==> config.mk <==
export PLATFORM = sky130hd
export DESIGN_NAME = station_switch_display
export DESIGN_NICKNAME = d
export VERILOG_FILES = /design/src/hdl/station_switch_display.v /design/src/hdl/address_digit_split.v
export VERILOG_INCLUDE_DIRS = /design/src /design/src/hdl
export SDC_FILE = /design/constraint.sdc
export NUM_CORES = 1
export LEC_CHECK = 0
export BUFFER_PORTS_ARGS = -buffer_cell sky130_fd_sc_hd__buf_4
export CAP_MARGIN = 15
export CORE_UTILIZATION = 36
export DETAILED_ROUTE_END_ITERATION = 10
export GPL_ROUTABILITY_DRIVEN = 0
export PLACE_DENSITY = 0.57
export SLEW_MARGIN = 20
export SYNTH_ARGS = -nofsm -noshare
export SYNTH_HDL_FRONTEND = slang
export SYNTH_SLANG_ARGS = --single-unit
export TNS_END_PERCENT = 10
==> constraint.sdc <==
create_clock -name i_clk_sys -period 4.7 [get_ports i_clk_sys]
set_input_delay 0.705 -clock i_clk_sys [delete_from_list [all_inputs] [get_ports i_clk_sys]]
set_output_delay 0.705 -clock i_clk_sys [all_outputs]
set_load 0.05 [all_outputs]
==> src/hdl/station_display_defines.vh <==
// constants for the station switch and status display block
// assumes a 100 MHz system clock; included by hdl/ design files only
`ifndef STATION_DISPLAY_DEFINES_VH
`define STATION_DISPLAY_DEFINES_VH

// ==========================================================
// address range
`define ADDR_INVALID_LO    7'h71
`define ADDR_INVALID_HI    7'h7d

// ==========================================================
// display character codes (hex digit, then letters)
`define CHAR_0             5'h00
`define CHAR_1             5'h01
`define CHAR_2             5'h02
`define CHAR_3             5'h03
`define CHAR_7             5'h07
`define CHAR_UP_A          5'h0a
`define CHAR_UP_E          5'h0e
`define CHAR_LO_A          5'h10
`define CHAR_LO_B          5'h11
`define CHAR_BLANK         5'h1f

// ==========================================================
// diagnostic failure selector
`define DIAG_NONE          2'h0
`define DIAG_ONE           2'h1
`define DIAG_A             2'h2
`define DIAG_E             2'h3

// ==========================================================
// address display timing
`define CLK_PERIOD_NS      10
`define DIGIT_ON_MS        500
`define SHORT_PAUSE_MS     250
`define LONG_PAUSE_MS      1500
`define MS_TO_CYCLES(ms)   ((ms) * 1000000 / `CLK_PERIOD_NS)

`endif

==> src/hdl/station_switch_display.v <==
// station switch capture, status display and output-loss control
// assumes status inputs synchronous to i_clk_sys; switches static
`timescale 1ns/1ps
`include "station_display_defines.vh"
module station_switch_display #(
   parameter DIGIT_ON_CYC    = `MS_TO_CYCLES(`DIGIT_ON_MS),
   parameter SHORT_PAUSE_CYC = `MS_TO_CYCLES(`SHORT_PAUSE_MS),
   parameter LONG_PAUSE_CYC  = `MS_TO_CYCLES(`LONG_PAUSE_MS)
) (
   // clock and reset
   input  wire        i_clk_sys,
   input  wire        i_rst,
   // option switches, address_msb_switch first
   input  wire [6:0]  i_address_switch,
   input  wire        i_display_select_switch,
   input  wire        i_spare_option_switch,
   // output_loss_jumper: present and hold position
   input  wire        i_output_loss_jumper_present,
   input  wire        i_output_loss_jumper_hold,
   // status from the protocol engine and base
   input  wire        i_comm_ok,
   input  wire        i_config_received,
   input  wire        i_module_mismatch,
   input  wire        i_wrong_module,
   input  wire        i_wrong_slot,
   input  wire [1:0]  i_diag_fail,
   input  wire        i_lenient_mismatch_option,
   // discrete outputs from the master
   input  wire [15:0] i_discrete_out,
   // captured configuration, and the live online enable
   output reg  [6:0]  o_station_addr,
   output reg         o_addr_valid,
   output reg         o_online_enable,
   // display
   output reg  [4:0]  o_display_char,
   output reg         o_display_point,
   // discrete outputs to the base
   output reg  [15:0] o_discrete_out
);
   // ==========================================================
   // address display sequencer states
   localparam [2:0] ST_HUND  = 3'h0;
   localparam [2:0] ST_GAP1  = 3'h1;
   localparam [2:0] ST_TENS  = 3'h2;
   localparam [2:0] ST_GAP2  = 3'h3;
   localparam [2:0] ST_ONES  = 3'h4;
   localparam [2:0] ST_LONG  = 3'h5;

   reg         sampled_reg;
   reg         show_addr_reg;
   reg         hold_mode_reg;
   reg  [2:0]  seq_reg;
   reg  [2:0]  seq_next;
   reg  [27:0] tmr_reg;
   reg  [4:0]  char_next;
   wire [3:0]  dig_h;
   wire [3:0]  dig_t;
   wire [3:0]  dig_o;
   wire [6:0]  addr_now;
   wire        addr_ok;
   wire        tmr_done;
   wire        diag_active;

   // ==========================================================
   // helper functions
   // station numbers kept back from use; checked once at capture
   function addr_reserved;
      input [6:0] addr;
      begin
         addr_reserved = (addr >= `ADDR_INVALID_LO) && (addr <= `ADDR_INVALID_HI);
      end
   endfunction

   // digits travel as the low codes of the character set
   function [4:0] digit_char;
      input [3:0] digit;
      begin
         digit_char = {1'b0, digit};
      end
   endfunction

   // failure selector to its character; the none code gives blank
   function [4:0] diag_char;
      input [1:0] sel;
      begin
         case (sel)
            `DIAG_ONE: diag_char = `CHAR_1;
            `DIAG_A:   diag_char = `CHAR_UP_A;
            `DIAG_E:   diag_char = `CHAR_UP_E;
            default:   diag_char = `CHAR_BLANK;
         endcase
      end
   endfunction

   // timer reload for the state being entered; every count runs down to zero
   function [27:0] reload_count;
      input [2:0] state;
      begin
         case (state)
            ST_GAP1, ST_GAP2: reload_count = SHORT_PAUSE_CYC[27:0] - 28'h0000001;
            ST_LONG:          reload_count = LONG_PAUSE_CYC[27:0] - 28'h0000001;
            default:          reload_count = DIGIT_ON_CYC[27:0] - 28'h0000001;
         endcase
      end
   endfunction

   // the spare switch is deliberately left unread
   // i_spare_option_switch has no function
   // open switch reads as one; bit 6 carries the msb switch
   assign addr_now    = i_address_switch;
   assign addr_ok     = !addr_reserved(addr_now);
   assign diag_active = (i_diag_fail != `DIAG_NONE);

   address_digit_split u_split (
      .i_addr     (o_station_addr),
      .o_hundreds (dig_h),
      .o_tens     (dig_t),
      .o_ones     (dig_o)
   );

   // ==========================================================
   // one-shot switch capture after reset release
   always @(posedge i_clk_sys or posedge i_rst) begin
      if (i_rst) begin
         sampled_reg    <= 1'b0;
         o_station_addr <= 7'h00;
         o_addr_valid   <= 1'b0;
         show_addr_reg  <= 1'b0;
         hold_mode_reg  <= 1'b0;
      end else if (!sampled_reg) begin
         sampled_reg    <= 1'b1;
         o_station_addr <= addr_now;
         o_addr_valid   <= addr_ok;
         show_addr_reg  <= i_display_select_switch;
         // absent jumper reads as off
         hold_mode_reg  <= i_output_loss_jumper_present & i_output_loss_jumper_hold;
      end
   end

   // ==========================================================
   // address sequencer
   assign tmr_done = (tmr_reg == 28'h0000000);

   always @* begin
      seq_next = seq_reg;
      if (tmr_done) begin
         case (seq_reg)
            ST_HUND: seq_next = ST_GAP1;
            ST_GAP1: seq_next = ST_TENS;
            ST_TENS: seq_next = ST_GAP2;
            ST_GAP2: seq_next = ST_ONES;
            ST_ONES: seq_next = ST_LONG;
            default: seq_next = ST_HUND;
         endcase
      end
   end

   always @(posedge i_clk_sys or posedge i_rst) begin
      if (i_rst) begin
         seq_reg <= ST_HUND;
         tmr_reg <= 28'h0000000;
      end else if (!sampled_reg || !show_addr_reg) begin
         // parked here, so address mode always opens on the hundreds digit
         seq_reg <= ST_HUND;
         tmr_reg <= reload_count(ST_HUND);
      end else begin
         seq_reg <= seq_next;
         if (!tmr_done) begin
            tmr_reg <= tmr_reg - 28'h0000001;
         end else begin
            tmr_reg <= reload_count(seq_next);
         end
      end
   end

   // ==========================================================
   // character selection; address mode outranks failures, failures outrank every other status
   always @* begin
      char_next = `CHAR_BLANK;
      if (show_addr_reg) begin
         case (seq_reg)
            ST_HUND: char_next = digit_char(dig_h);
            ST_TENS: char_next = digit_char(dig_t);
            ST_ONES: char_next = digit_char(dig_o);
            default: char_next = `CHAR_BLANK;
         endcase
      end else if (diag_active) begin
         char_next = diag_char(i_diag_fail);
      end else if (i_wrong_slot) begin
         char_next = `CHAR_LO_B;
      end else if (!i_comm_ok) begin
         char_next = `CHAR_3;
      end else if (!i_config_received) begin
         char_next = `CHAR_7;
      end else if (i_wrong_module && !i_lenient_mismatch_option) begin
         char_next = `CHAR_LO_A;
      end else if (i_module_mismatch) begin
         char_next = `CHAR_2;
      end else begin
         char_next = `CHAR_0;
      end
   end

   // ==========================================================
   // registered outputs
   always @(posedge i_clk_sys or posedge i_rst) begin
      if (i_rst) begin
         o_display_char  <= `CHAR_BLANK;
         o_display_point <= 1'b0;
         o_online_enable <= 1'b0;
         o_discrete_out  <= 16'h0000;
      end else begin
         o_display_char  <= sampled_reg ? char_next : `CHAR_BLANK;
         o_display_point <= sampled_reg & !show_addr_reg & i_lenient_mismatch_option;
         // address verdict is frozen at capture; failures gate online live
         o_online_enable <= sampled_reg & o_addr_valid & !diag_active
                            & !i_wrong_slot;
         // hold keeps the image last passed while the link was up
         if (i_comm_ok) begin
            o_discrete_out <= i_discrete_out;
         end else if (!hold_mode_reg) begin
            o_discrete_out <= 16'h0000;
         end
      end
   end
endmodule

==> src/hdl/address_digit_split.v <==
// binary-to-decimal split of a seven-bit station address
// assumes a held input; purely combinational
`timescale 1ns/1ps
module address_digit_split (
   // address in
   input  wire [6:0] i_addr,
   // decimal digits out
   output wire [3:0] o_hundreds,
   output wire [3:0] o_tens,
   output wire [3:0] o_ones
);
   wire [6:0] rem_hund;
   wire [6:0] rem_tens;

   // max value 127, so hundreds is 0 or 1
   assign o_hundreds = (i_addr >= 7'h64) ? 4'h1 : 4'h0;
   assign rem_hund   = (i_addr >= 7'h64) ? (i_addr - 7'h64) : i_addr;
   assign o_tens     = (rem_hund >= 7'h5a) ? 4'h9 :
                       (rem_hund >= 7'h50) ? 4'h8 :
                       (rem_hund >= 7'h46) ? 4'h7 :
                       (rem_hund >= 7'h3c) ? 4'h6 :
                       (rem_hund >= 7'h32) ? 4'h5 :
                       (rem_hund >= 7'h28) ? 4'h4 :
                       (rem_hund >= 7'h1e) ? 4'h3 :
                       (rem_hund >= 7'h14) ? 4'h2 :
                       (rem_hund >= 7'h0a) ? 4'h1 : 4'h0;
   assign rem_tens   = rem_hund - ({3'h0, o_tens} * 7'h0a);
   assign o_ones     = rem_tens[3:0];
endmodule

* Yosys cells after proc, flatten, opt, wreduce, memory -nomap -nowiden
Index checks and enable logic that the tools add are counted.
Widths: inputs -> output; s select.
** Word-level totals
- Register bits after elaboration :: 65
- Input port bits :: 37
- Logic and storage cells :: 86
** Operators by class
- Multipliers :: 1
- Eq/ne operators :: 11
- Magnitude comparators :: 12
- Reductions and logical operators :: 13
- Bitwise logic cells :: 6
- Multiplexer cells :: 29
- Add/subtract/negate cells :: 3
** Operator list (count)
- $mux 28 :: 2
- $pmux 28 s2 :: 1
- $ge 7x7->1 const B :: 5
- $mux 5 :: 7
- $mux 16 :: 2
- $mux 4 :: 8
- $pmux 5 s3 :: 2
- $logic_not 28->1 :: 1
- $sub 28x1->28 const B :: 1
- $ge 7x6->1 const B :: 3
- $pmux 3 s5 :: 1
- $ge 7x5->1 const B :: 2
- $eq 3x2->1 const B :: 3
- $ge 7x4->1 const B :: 1
- $le 7x7->1 const B :: 1
- $mux 7 :: 1
- $sub 7x7->7 const B :: 1
- $and 1x1->1 :: 6
- $eq 3x1->1 const B :: 2
- $eq 3x3->1 const B :: 2
- $logic_not 1->1 :: 6
- $mux 3 :: 2
- $eq 2x2->1 const B :: 2
- $mul 4x3->3 const B :: 1
- other kinds (10) :: 12

* Logic depth before layout (Yosys ltp)
Gate-level depths: netlist (run 1).
- Depth in word-level cells :: 17
- Gate-level depth with buffers :: 14
- Gate-level depth less buffers :: 13

* Modules after synthesis
Synthesis (run 1) repeated with hierarchy kept, for this count alone.
** Second synthesis, totals
- Cells, all modules :: 391
- Area total of the unflattened synthesis :: 3774.9 µm²
** By module, submodules not included
- station_switch_display :: area each 3161.8 µm², seq. area each 1632.8 µm², instances 1, cells an instance 310
- address_digit_split :: area each 613.1 µm², seq. area each 0.0 µm², instances 1, cells an instance 81

* Worst setup path before layout (run 1)
No wires, ideal clock.
- Path kind :: register to register
- Start :: register o_station_addr[2]
- End :: register o_display_char[3]
- Cell stages (with the launch flop) :: 15
- Buffers on the path :: 1
- Data arrival time :: 3.793 ns
- Clock period less this slack :: 3.874 ns
- Setup slack :: 0.826 ns
- Data required time :: 4.619 ns
- Cell sequence :: dfrtp_1 -> clkbuf_1 -> inv_1 -> ha_1 -> and3_1 -> a211o_1 -> or4_1 -> a31oi_1 -> a21oi_1 -> ha_1 -> inv_1 -> fa_1 -> xnor2_1 -> or4b_1 -> o211ai_1
** Between the ends
- Word-level cells in the longest chain between the ends :: 17
- Elaborated cells on any way between the ends :: 26
- Classes of those cells :: add/sub (2); mul (1); order compare (10); mux (13)
** RTL lines
- start, declared :: RTL line station_switch_display.v:31 : output reg [6:0] o_station_addr,
- start signal, assigned :: RTL line station_switch_display.v:132 : o_station_addr <= addr_now;
- $sub 7x7->7 / $ge 7x7->1 (equally long branches) :: RTL line address_digit_split.v:17 : assign rem_hund = (i_addr >= 7'h64) ? (i_addr - 7'h64) : i_addr;
- $mux 7 * :: RTL line address_digit_split.v:17
- $ge 7x4->1 :: RTL line address_digit_split.v:26 : (rem_hund >= 7'h0a) ? 4'h1 : 4'h0;
- $mux 1 :: RTL line address_digit_split.v:26
- $mux 4 :: RTL line address_digit_split.v:25 : (rem_hund >= 7'h14) ? 4'h2 :
- $mux 4 :: RTL line address_digit_split.v:24 : (rem_hund >= 7'h1e) ? 4'h3 :
- $mux 4 :: RTL line address_digit_split.v:23 : (rem_hund >= 7'h28) ? 4'h4 :
- $mux 4 :: RTL line address_digit_split.v:22 : (rem_hund >= 7'h32) ? 4'h5 :
- $mux 4 :: RTL line address_digit_split.v:21 : (rem_hund >= 7'h3c) ? 4'h6 :
- $mux 4 :: RTL line address_digit_split.v:20 : (rem_hund >= 7'h46) ? 4'h7 :
- $mux 4 :: RTL line address_digit_split.v:19 : (rem_hund >= 7'h50) ? 4'h8 :
- $mux 4 :: RTL line address_digit_split.v:18 : assign o_tens = (rem_hund >= 7'h5a) ? 4'h9 :
- $mul 4x3->3 :: RTL line address_digit_split.v:27 : assign rem_tens = rem_hund - ({3'h0, o_tens} * 7'h0a);
- $sub 4x4->4 :: RTL line address_digit_split.v:27
- $pmux 5 s3 * :: RTL line station_switch_display.v:181 : case (seq_reg)
- $mux 5 * :: RTL line station_switch_display.v:180 : if (show_addr_reg) begin
- $mux 5 (no source line) *
- end signal, assigned :: RTL line station_switch_display.v:208 : o_display_char <= `CHAR_BLANK;
- end signal, assigned :: RTL line station_switch_display.v:213 : o_display_char <= sampled_reg ? char_next : `CHAR_BLANK;
- end, declared :: RTL line station_switch_display.v:35 : output reg [4:0] o_display_char,
Mark *: on every way between the ends. The rest lies on a longest branch, timed or not.
A chain may end at the register's enable or synchronous reset.

* Final worst setup path (run 1)
Ends and elaborated chain as after synthesis.

==> metrics.md, run 1 <==
| Metric | Value |
|---|---|
| Final Skew | `0.0118 ns` |
| Reg2Reg Capture Point | `o_display_char[3]` |
| Area leader, netlist | `dfrtp_1` |
| Port bufs | `66` |
| CP Max Fanout | `18` |
| Post-synthesis compound-gate area fraction | `0.177` |
| R2r startpoint | `o_station_addr[2]` |
| Share of the synthesized area in the top cell type | `0.415` |
| Final WL | `8710 um` |
| Synth cell count leaders | `dfrtp_1 (60), nor2_1 (36), nand2_1 (34)` |
| Ordered cell list for the critical path | `ha_1 > or3b_2 > a211o_1 > or4_1 > a31oi_1 > a21oi_1 > ha_1 > inv_1 > fa_1 > xnor2_1 > or4b_1 > o211ai_1` |
| Worst r2r path cells | `12` |
| Remaining antenna violation count | `0` |
| Worst IR Drop VDD | `0.132 mV` |
| FF/Latch Area | `1630 um2` |
| Residual DRC count | `0` |
| Post-synthesis sequential area ratio | `0.451` |
| Multi-input gate area | `1870 um2` |
| Fin. Hold Viols | `0` |
| Area delta synth->final | `22.7%` |
| Largest net degree at the start of global routing | `40` |
| Fmax | `0.255 GHz` |
| Layout cells sized above 1 | `0.247` |
| Pwr per Cell Area | `329 nW/um2` |
| Synth Flop Type | `dfrtp_1` |
| Post-synthesis adder-cell area fraction | `0.0359` |
| Die Y | `102 um` |
| Cell total after placement | `563` |
| Critical Path Sink Type | `register` |
| Vias per cell | `5.21` |
| FFs w/ async S/R, synth | `1.00` |
| Seq cells post-synth | `65` |
| Top cells by area, synth | `dfrtp_1 (41%), xnor2_1 (4.8%), a22o_1 (3.9%)` |
| Initial Util | `0.370` |
| Mux contribution to synthesized area | `0.0276` |
| Vias in the first global route | `2862` |
| Max incr delay on CP | `0.65 ns` |
| Critical path required time | `4.96 ns` |
| CP max-delay cell | `dfrtp_1` |
| Final std cells w/o fill | `579` |
| # rows | `36` |
| RSZ-0062 raised after global routing | `no` |
| Cell family with most CP delay | `simple AND/OR/NAND/NOR gates` |
| Outcome | `finished clean` |
| Post-synth EDFFs | `0` |
| Initial DRT Pass Iterations | `4` |
| Leakage power | `1.81 nW` |
| Max-slew headroom | `0.276` |
| XOR/XNOR share of the synthesized area | `0.0629` |
| Diode count | `0` |
| Synth warn | `0` |
| Via count | `3018` |
| Slew Limit Fails | `0` |
| Critical path arrival | `4.18 ns` |
| Synth Area per Inst | `9.55 um2` |
| Most frequent cell after synthesis | `dfrtp_1` |
| Fin crit period | `3.92 ns` |
| CTS Root Cell | `clkbuf_8` |
| Grt ovf | `0` |
| Initial antenna violation count | `0` |
| Die area | `10500 um2` |
| FILL cells | `955` |
| Max reg flops | `28` |
| Hold WC Path Type | `in2async` |
| Cell variety after synth | `58` |
| Io pins | `68` |
| Initial DRC count | `179` |
| Clock Path Buffers | `2` |
| Cell mode on critical path | `ha_1` |
| Final #Nets | `487` |
| Core area | `9770 um2` |
| First-pass GRT wire length | `14300 um` |
| Reg clk slew, reported paths | `0.08 ns` |
| R2R Setup Slk | `0.78 ns` |
| Worst-Skew Late Latency | `0.35 ns` |
| Setup bufs post-CTS | `0` |
| Synth Net Count | `425` |
| CTS H-tree depth | `3` |
| Setup TNS | `0 ns` |
| Max-Cap Viols | `0` |
| Post-Syn Instances | `379` |
| Dpl hpwl | `6290 um` |
| Setup-failing EPs final | `0` |
| GRT Util Overall | `0.181` |
| Buf/Inv on CP | `1` |
| Clock tree sinks | `65` |
| Main combinational cell family by area after synthesis | `simple AND/OR/NAND/NOR gates` |
| Worst-margin pin slew | `1.08 ns` |
| Simple-gate share of the synthesized area | `0.213` |
| CTS tree | `done` |
| Horiz. Die Dim | `102 um` |
| Syn Std Cell Area | `3620 um2` |
| Cts repair resizes | `0` |
| Routed len/inst | `15.0 um` |
| Post-CTS Hold Fix Bufs | `0` |
| Final cycle utilization of the critical path | `0.834` |
| Total power | `1.46 mW` |
| Worst setup SP type | `register` |
| CTS buffer count | `9` |
| Crit Path Class | `reg2reg` |
## layout by cell type (no fill, tap or decap), types with 7 or more instances in the layout
| master | Yosys | final |
|---|---|---|
| nand2b_1 | 7 | 7 |
| a21oi_1 | 25 | 25 |
| inv_1 | 13 | 12 |
| nor2b_1 | 7 | 7 |
| ha_1 | 8 | 8 |
| o21ai_0 | 21 | 21 |
| clkbuf_8 | 0 | 10 |
| a22o_1 | 16 | 16 |
| nor3_1 | 10 | 10 |
| mux2_2 | 8 | 8 |
| xnor2_1 | 20 | 20 |
| buf_4 | 0 | 67 |
| nor2_1 | 36 | 36 |
| dfrtp_1 | 60 | 60 |
| nand2_1 | 34 | 34 |
## metal layers
metal  vias up  GRT usage  routed length (um)
li1       1479          -                   -
met1      1453      0.247                4150
met2        74      0.276                4040
met3        12     0.0506                 399
met4         0     0.0626                 125
met5         -          0                   0
## cell type report
class                      instances  area share
clock inverter                     4      0.0175
tap                              133      0.0374
inverter                          13      0.0110
multi-input combinational        285       0.421
clock buffer                      12      0.0327
timing repair buffer              67       0.113
sequential                        65       0.367
## power breakdown
| group | internal (mW) | total (mW) | switching, mW |
|---|---|---|---|
| combinational | 0.114 | 0.306 | 0.191 |
| sequential | 0.585 | 0.618 | 0.0329 |
| clock | 0.316 | 0.537 | 0.222 |
| total | 1.02 | 1.46 | 0.446 |
## worst max path at each step
stage | startpoint | endpoint | depth (start not counted)
6_report | o_station_addr[2] | o_display_char[3] | 12
5_1_grt | o_station_addr[2] | o_display_char[3] | 12
4_1_cts | o_station_addr[2] | o_display_char[3] | 12
3_5_place_dp | o_station_addr[2] | o_display_char[3] | 12
3_3_place_gp | o_station_addr[2] | o_display_char[3] | 12
2_1_floorplan | o_station_addr[2] | o_display_char[3] | 14
## worst reg2reg max path, stage by stage (launching register included)
cell and delay [ns]:
dfrtp_1 0.65, ha_1 0.25, or3b_2 0.52, a211o_1 0.35, or4_1 0.52, a31oi_1 0.27
a21oi_1 0.08, ha_1 0.18, inv_1 0.07, fa_1 0.18, xnor2_1 0.09, or4b_1 0.54
o211ai_1 0.11
## cell families (layout without fill, tap and decap cells)
logic type,after synthesis,after routing
AO/OA/AOI/OAI,96,96
XOR/XNOR,26,26
adder cells (fa/ha/maj),10,10
buffers and inverters,29,96
flip-flops,65,65
multiplexers,9,9
other,1,1
AND/OR/NAND/NOR,143,143
## through the flow
stage	setup slack, ns	cell area, um2	hold WS (ns)	utilization
after floorplan	0.826	3620	0.439	-
after global placement	0.980	4220	0.466	0.432
after detailed placement	0.850	4220	0.477	0.432
after CTS	0.827	4440	0.415	0.455
after global routing	0.563	4440	0.424	0.455
final	0.781	4440	0.407	0.455
Note: power is estimated with default switching activity, not from simulation.
==> run 2: changes to the inputs <==
- clock period: 4.7 -> 3.7 ns (I/O delays scaled with it)
==> run 2 against run 1 <==
Sequential power is 25% higher. Hold slack improved by 0.0014 ns. Clock power rose by 51%. Critical path depth up 1. Non-clock buffer count increased by 8. Maximum frequency is 12% higher. Die area unchanged. Critical path type unchanged. Largest power group is now clock.
==> metrics.md, run 2 (synthesis gave the netlist of run 1 again) <==
| Metric | Value |
|---|---|
| Diode count | `0 (unchanged)` |
| Post-CTS Hold Fix Bufs | `0 (unchanged)` |
| Slew Limit Fails | `0 (unchanged)` |
| CP Max Fanout | `5 (was 18)` |
| Setup TNS | `0 ns (unchanged)` |
| Critical Path Sink Type | `register (unchanged)` |
| Clock tree sinks | `65 (unchanged)` |
| Leakage power | `1.87 nW (was 1.81 nW)` |
| Area delta synth->final | `25.9% (was 22.7%)` |
| Die area | `10500 um2 (unchanged)` |
| Worst setup SP type | `register (unchanged)` |
| Initial antenna violation count | `0 (unchanged)` |
| Reg clk slew, reported paths | `0.08 ns (about the same)` |
| Grt ovf | `0 (unchanged)` |
| Outcome | `finished clean (unchanged)` |
| Via count | `2990 (was 3018)` |
| Worst-margin pin slew | `0.860 ns (was 1.08 ns)` |
| Vias per cell | `5.09 (was 5.21)` |
| Fin crit period | `3.50 ns (was 3.92 ns)` |
| RSZ-0062 raised after global routing | `no (unchanged)` |
| Layout cells sized above 1 | `0.273 (was 0.247)` |
| Final Skew | `0.0126 ns (was 0.0118 ns)` |
| Top Metal Used | `met4 (unchanged)` |
| Dpl cell area | `4280 um2 (was 4220 um2)` |
| Critical path required time | `3.97 ns (was 4.96 ns)` |
| CTS Root Cell | `clkbuf_8 (unchanged)` |
| Commonest non-fill, non-tap cell in the layout | `buf_4 (unchanged)` |
| Initial Util | `0.370 (unchanged)` |
| Cts repair resizes | `0 (unchanged)` |
| Final cycle utilization of the critical path | `0.946 (was 0.834)` |
| Dpl hpwl | `6180 um (was 6290 um)` |
| Worst-Skew Late Latency | `0.35 ns (about the same)` |
| Fmax | `0.286 GHz (was 0.255 GHz)` |
| Die Y | `102 um (unchanged)` |
| First-pass GRT wire length | `14300 um (about the same)` |
| Final Core Density | `0.466 (was 0.455)` |
| Max-slew headroom | `0.425 (was 0.276)` |
| Critical path arrival | `3.78 ns (was 4.18 ns)` |
| Final instance area | `4560 um2 (was 4440 um2)` |
| Remaining antenna violation count | `0 (unchanged)` |
| CTS tree | `done (unchanged)` |
| Hold WC Path Type | `in2reg (was in2async)` |
| Residual DRC count | `0 (unchanged)` |
| Initial DRC count | `81 (was 179)` |
| Total power | `1.99 mW (was 1.46 mW)` |
| Port bufs | `66 (unchanged)` |
| CTS H-tree depth | `3 (unchanged)` |
| GRT Util Overall | `0.181 (about the same)` |
| CTS buffer count | `9 (unchanged)` |
| # rows | `36 (unchanged)` |
| Final WL | `8520 um (was 8710 um)` |
| Routed len/inst | `14.5 um (was 15.0 um)` |
| Fin. Hold Viols | `0 (unchanged)` |
| Final #Nets | `495 (was 487)` |
| Met3 wire len | `347 um (was 399 um)` |
| Met2 wire length | `3870 um (was 4040 um)` |
| Clock Path Buffers | `2 (unchanged)` |
| Worst IR Drop VDD | `0.279 mV (was 0.132 mV)` |
| Pwr per Cell Area | `437 nW/um2 (was 329 nW/um2)` |
| Vias in the first global route | `2864 (was 2862)` |
| Crit Path Class | `reg2reg (unchanged)` |
| Largest net degree at the start of global routing | `66 (was 40)` |
| Io pins | `68 (unchanged)` |
| Wl on met1 | `4190 um (was 4150 um)` |
| Setup-failing EPs final | `0 (unchanged)` |
| Max reg flops | `28 (unchanged)` |
| Core area | `9770 um2 (unchanged)` |
| Initial DRT Pass Iterations | `4 (unchanged)` |
| Setup bufs post-CTS | `0 (unchanged)` |
| Horiz. Die Dim | `102 um (unchanged)` |
| Most frequent cells in the layout | `buf_4 (75), dfrtp_1 (58), nor2_1 (36) (was buf_4 (67), dfrtp_1 (60), nor2_1 (36))` |
| Max-Cap Viols | `0 (unchanged)` |
run 2: routing by layer:
metal | vias to the layer above | global-route usage
met1 | 1420 | 0.249
met4 | 0 | 0.0659
met5 | - | 0
li1 | 1494 | -
met2 | 68 | 0.272
met3 | 8 | 0.0499
run 2: final cells by class:
class / instances / area (um2)
clock inverter: 7 / 141
multi-input combinational: 285 / 1880
timing repair buffer: 75 / 563
inverter: 13 / 48.8
fill: 958 / 5220
tap: 133 / 166
sequential: 65 / 1640
clock buffer: 9 / 124
run 2: path summary, 6_finish.rpt:
check                                    from            endpoint  depth (start not counted)  slack (ns)
max                         o_station_addr[3]   o_display_char[3]                         13        0.20
min in group asynchronous               i_rst   o_discrete_out[0]                          3        0.44
max reg2reg                 o_station_addr[3]   o_display_char[3]                         13        0.20
min reg2reg                        tmr_reg[0]          tmr_reg[0]                          1        0.49
min                        i_discrete_out[15]  o_discrete_out[15]                          3        0.41
max in group asynchronous               i_rst   o_station_addr[3]                          3        2.69
run 2: report_power, final:
part / total (mW) / switching [mW] / internal [mW]
clock: 0.809 / 0.292 / 0.517
combinational: 0.412 / 0.256 / 0.156
sequential: 0.772 / 0.0278 / 0.744
run 2: critical path, stage by stage (launching register included):
cell,delay (ns)
dfrtp_2,0.40
inv_1,0.07
ha_1,0.15
or3b_2,0.51
a211o_1,0.35
or4_1,0.54
a31oi_2,0.20
a21oi_1,0.06
ha_1,0.18
inv_1,0.07
fa_1,0.18
xnor2_1,0.08
or4b_1,0.52
o211ai_1,0.10
run 2: metrics by stage:
stage / hold slack (ns) / worst slack, ns / std cells
after floorplan: 0.439 / 0.0184 / 379
after global placement: 0.468 / 0.226 / 571
after detailed placement: 0.475 / 0.199 / 571
after CTS: 0.387 / 0.185 / 587
after global routing: 0.411 / 0.00921 / 587
final: 0.408 / 0.199 / 587
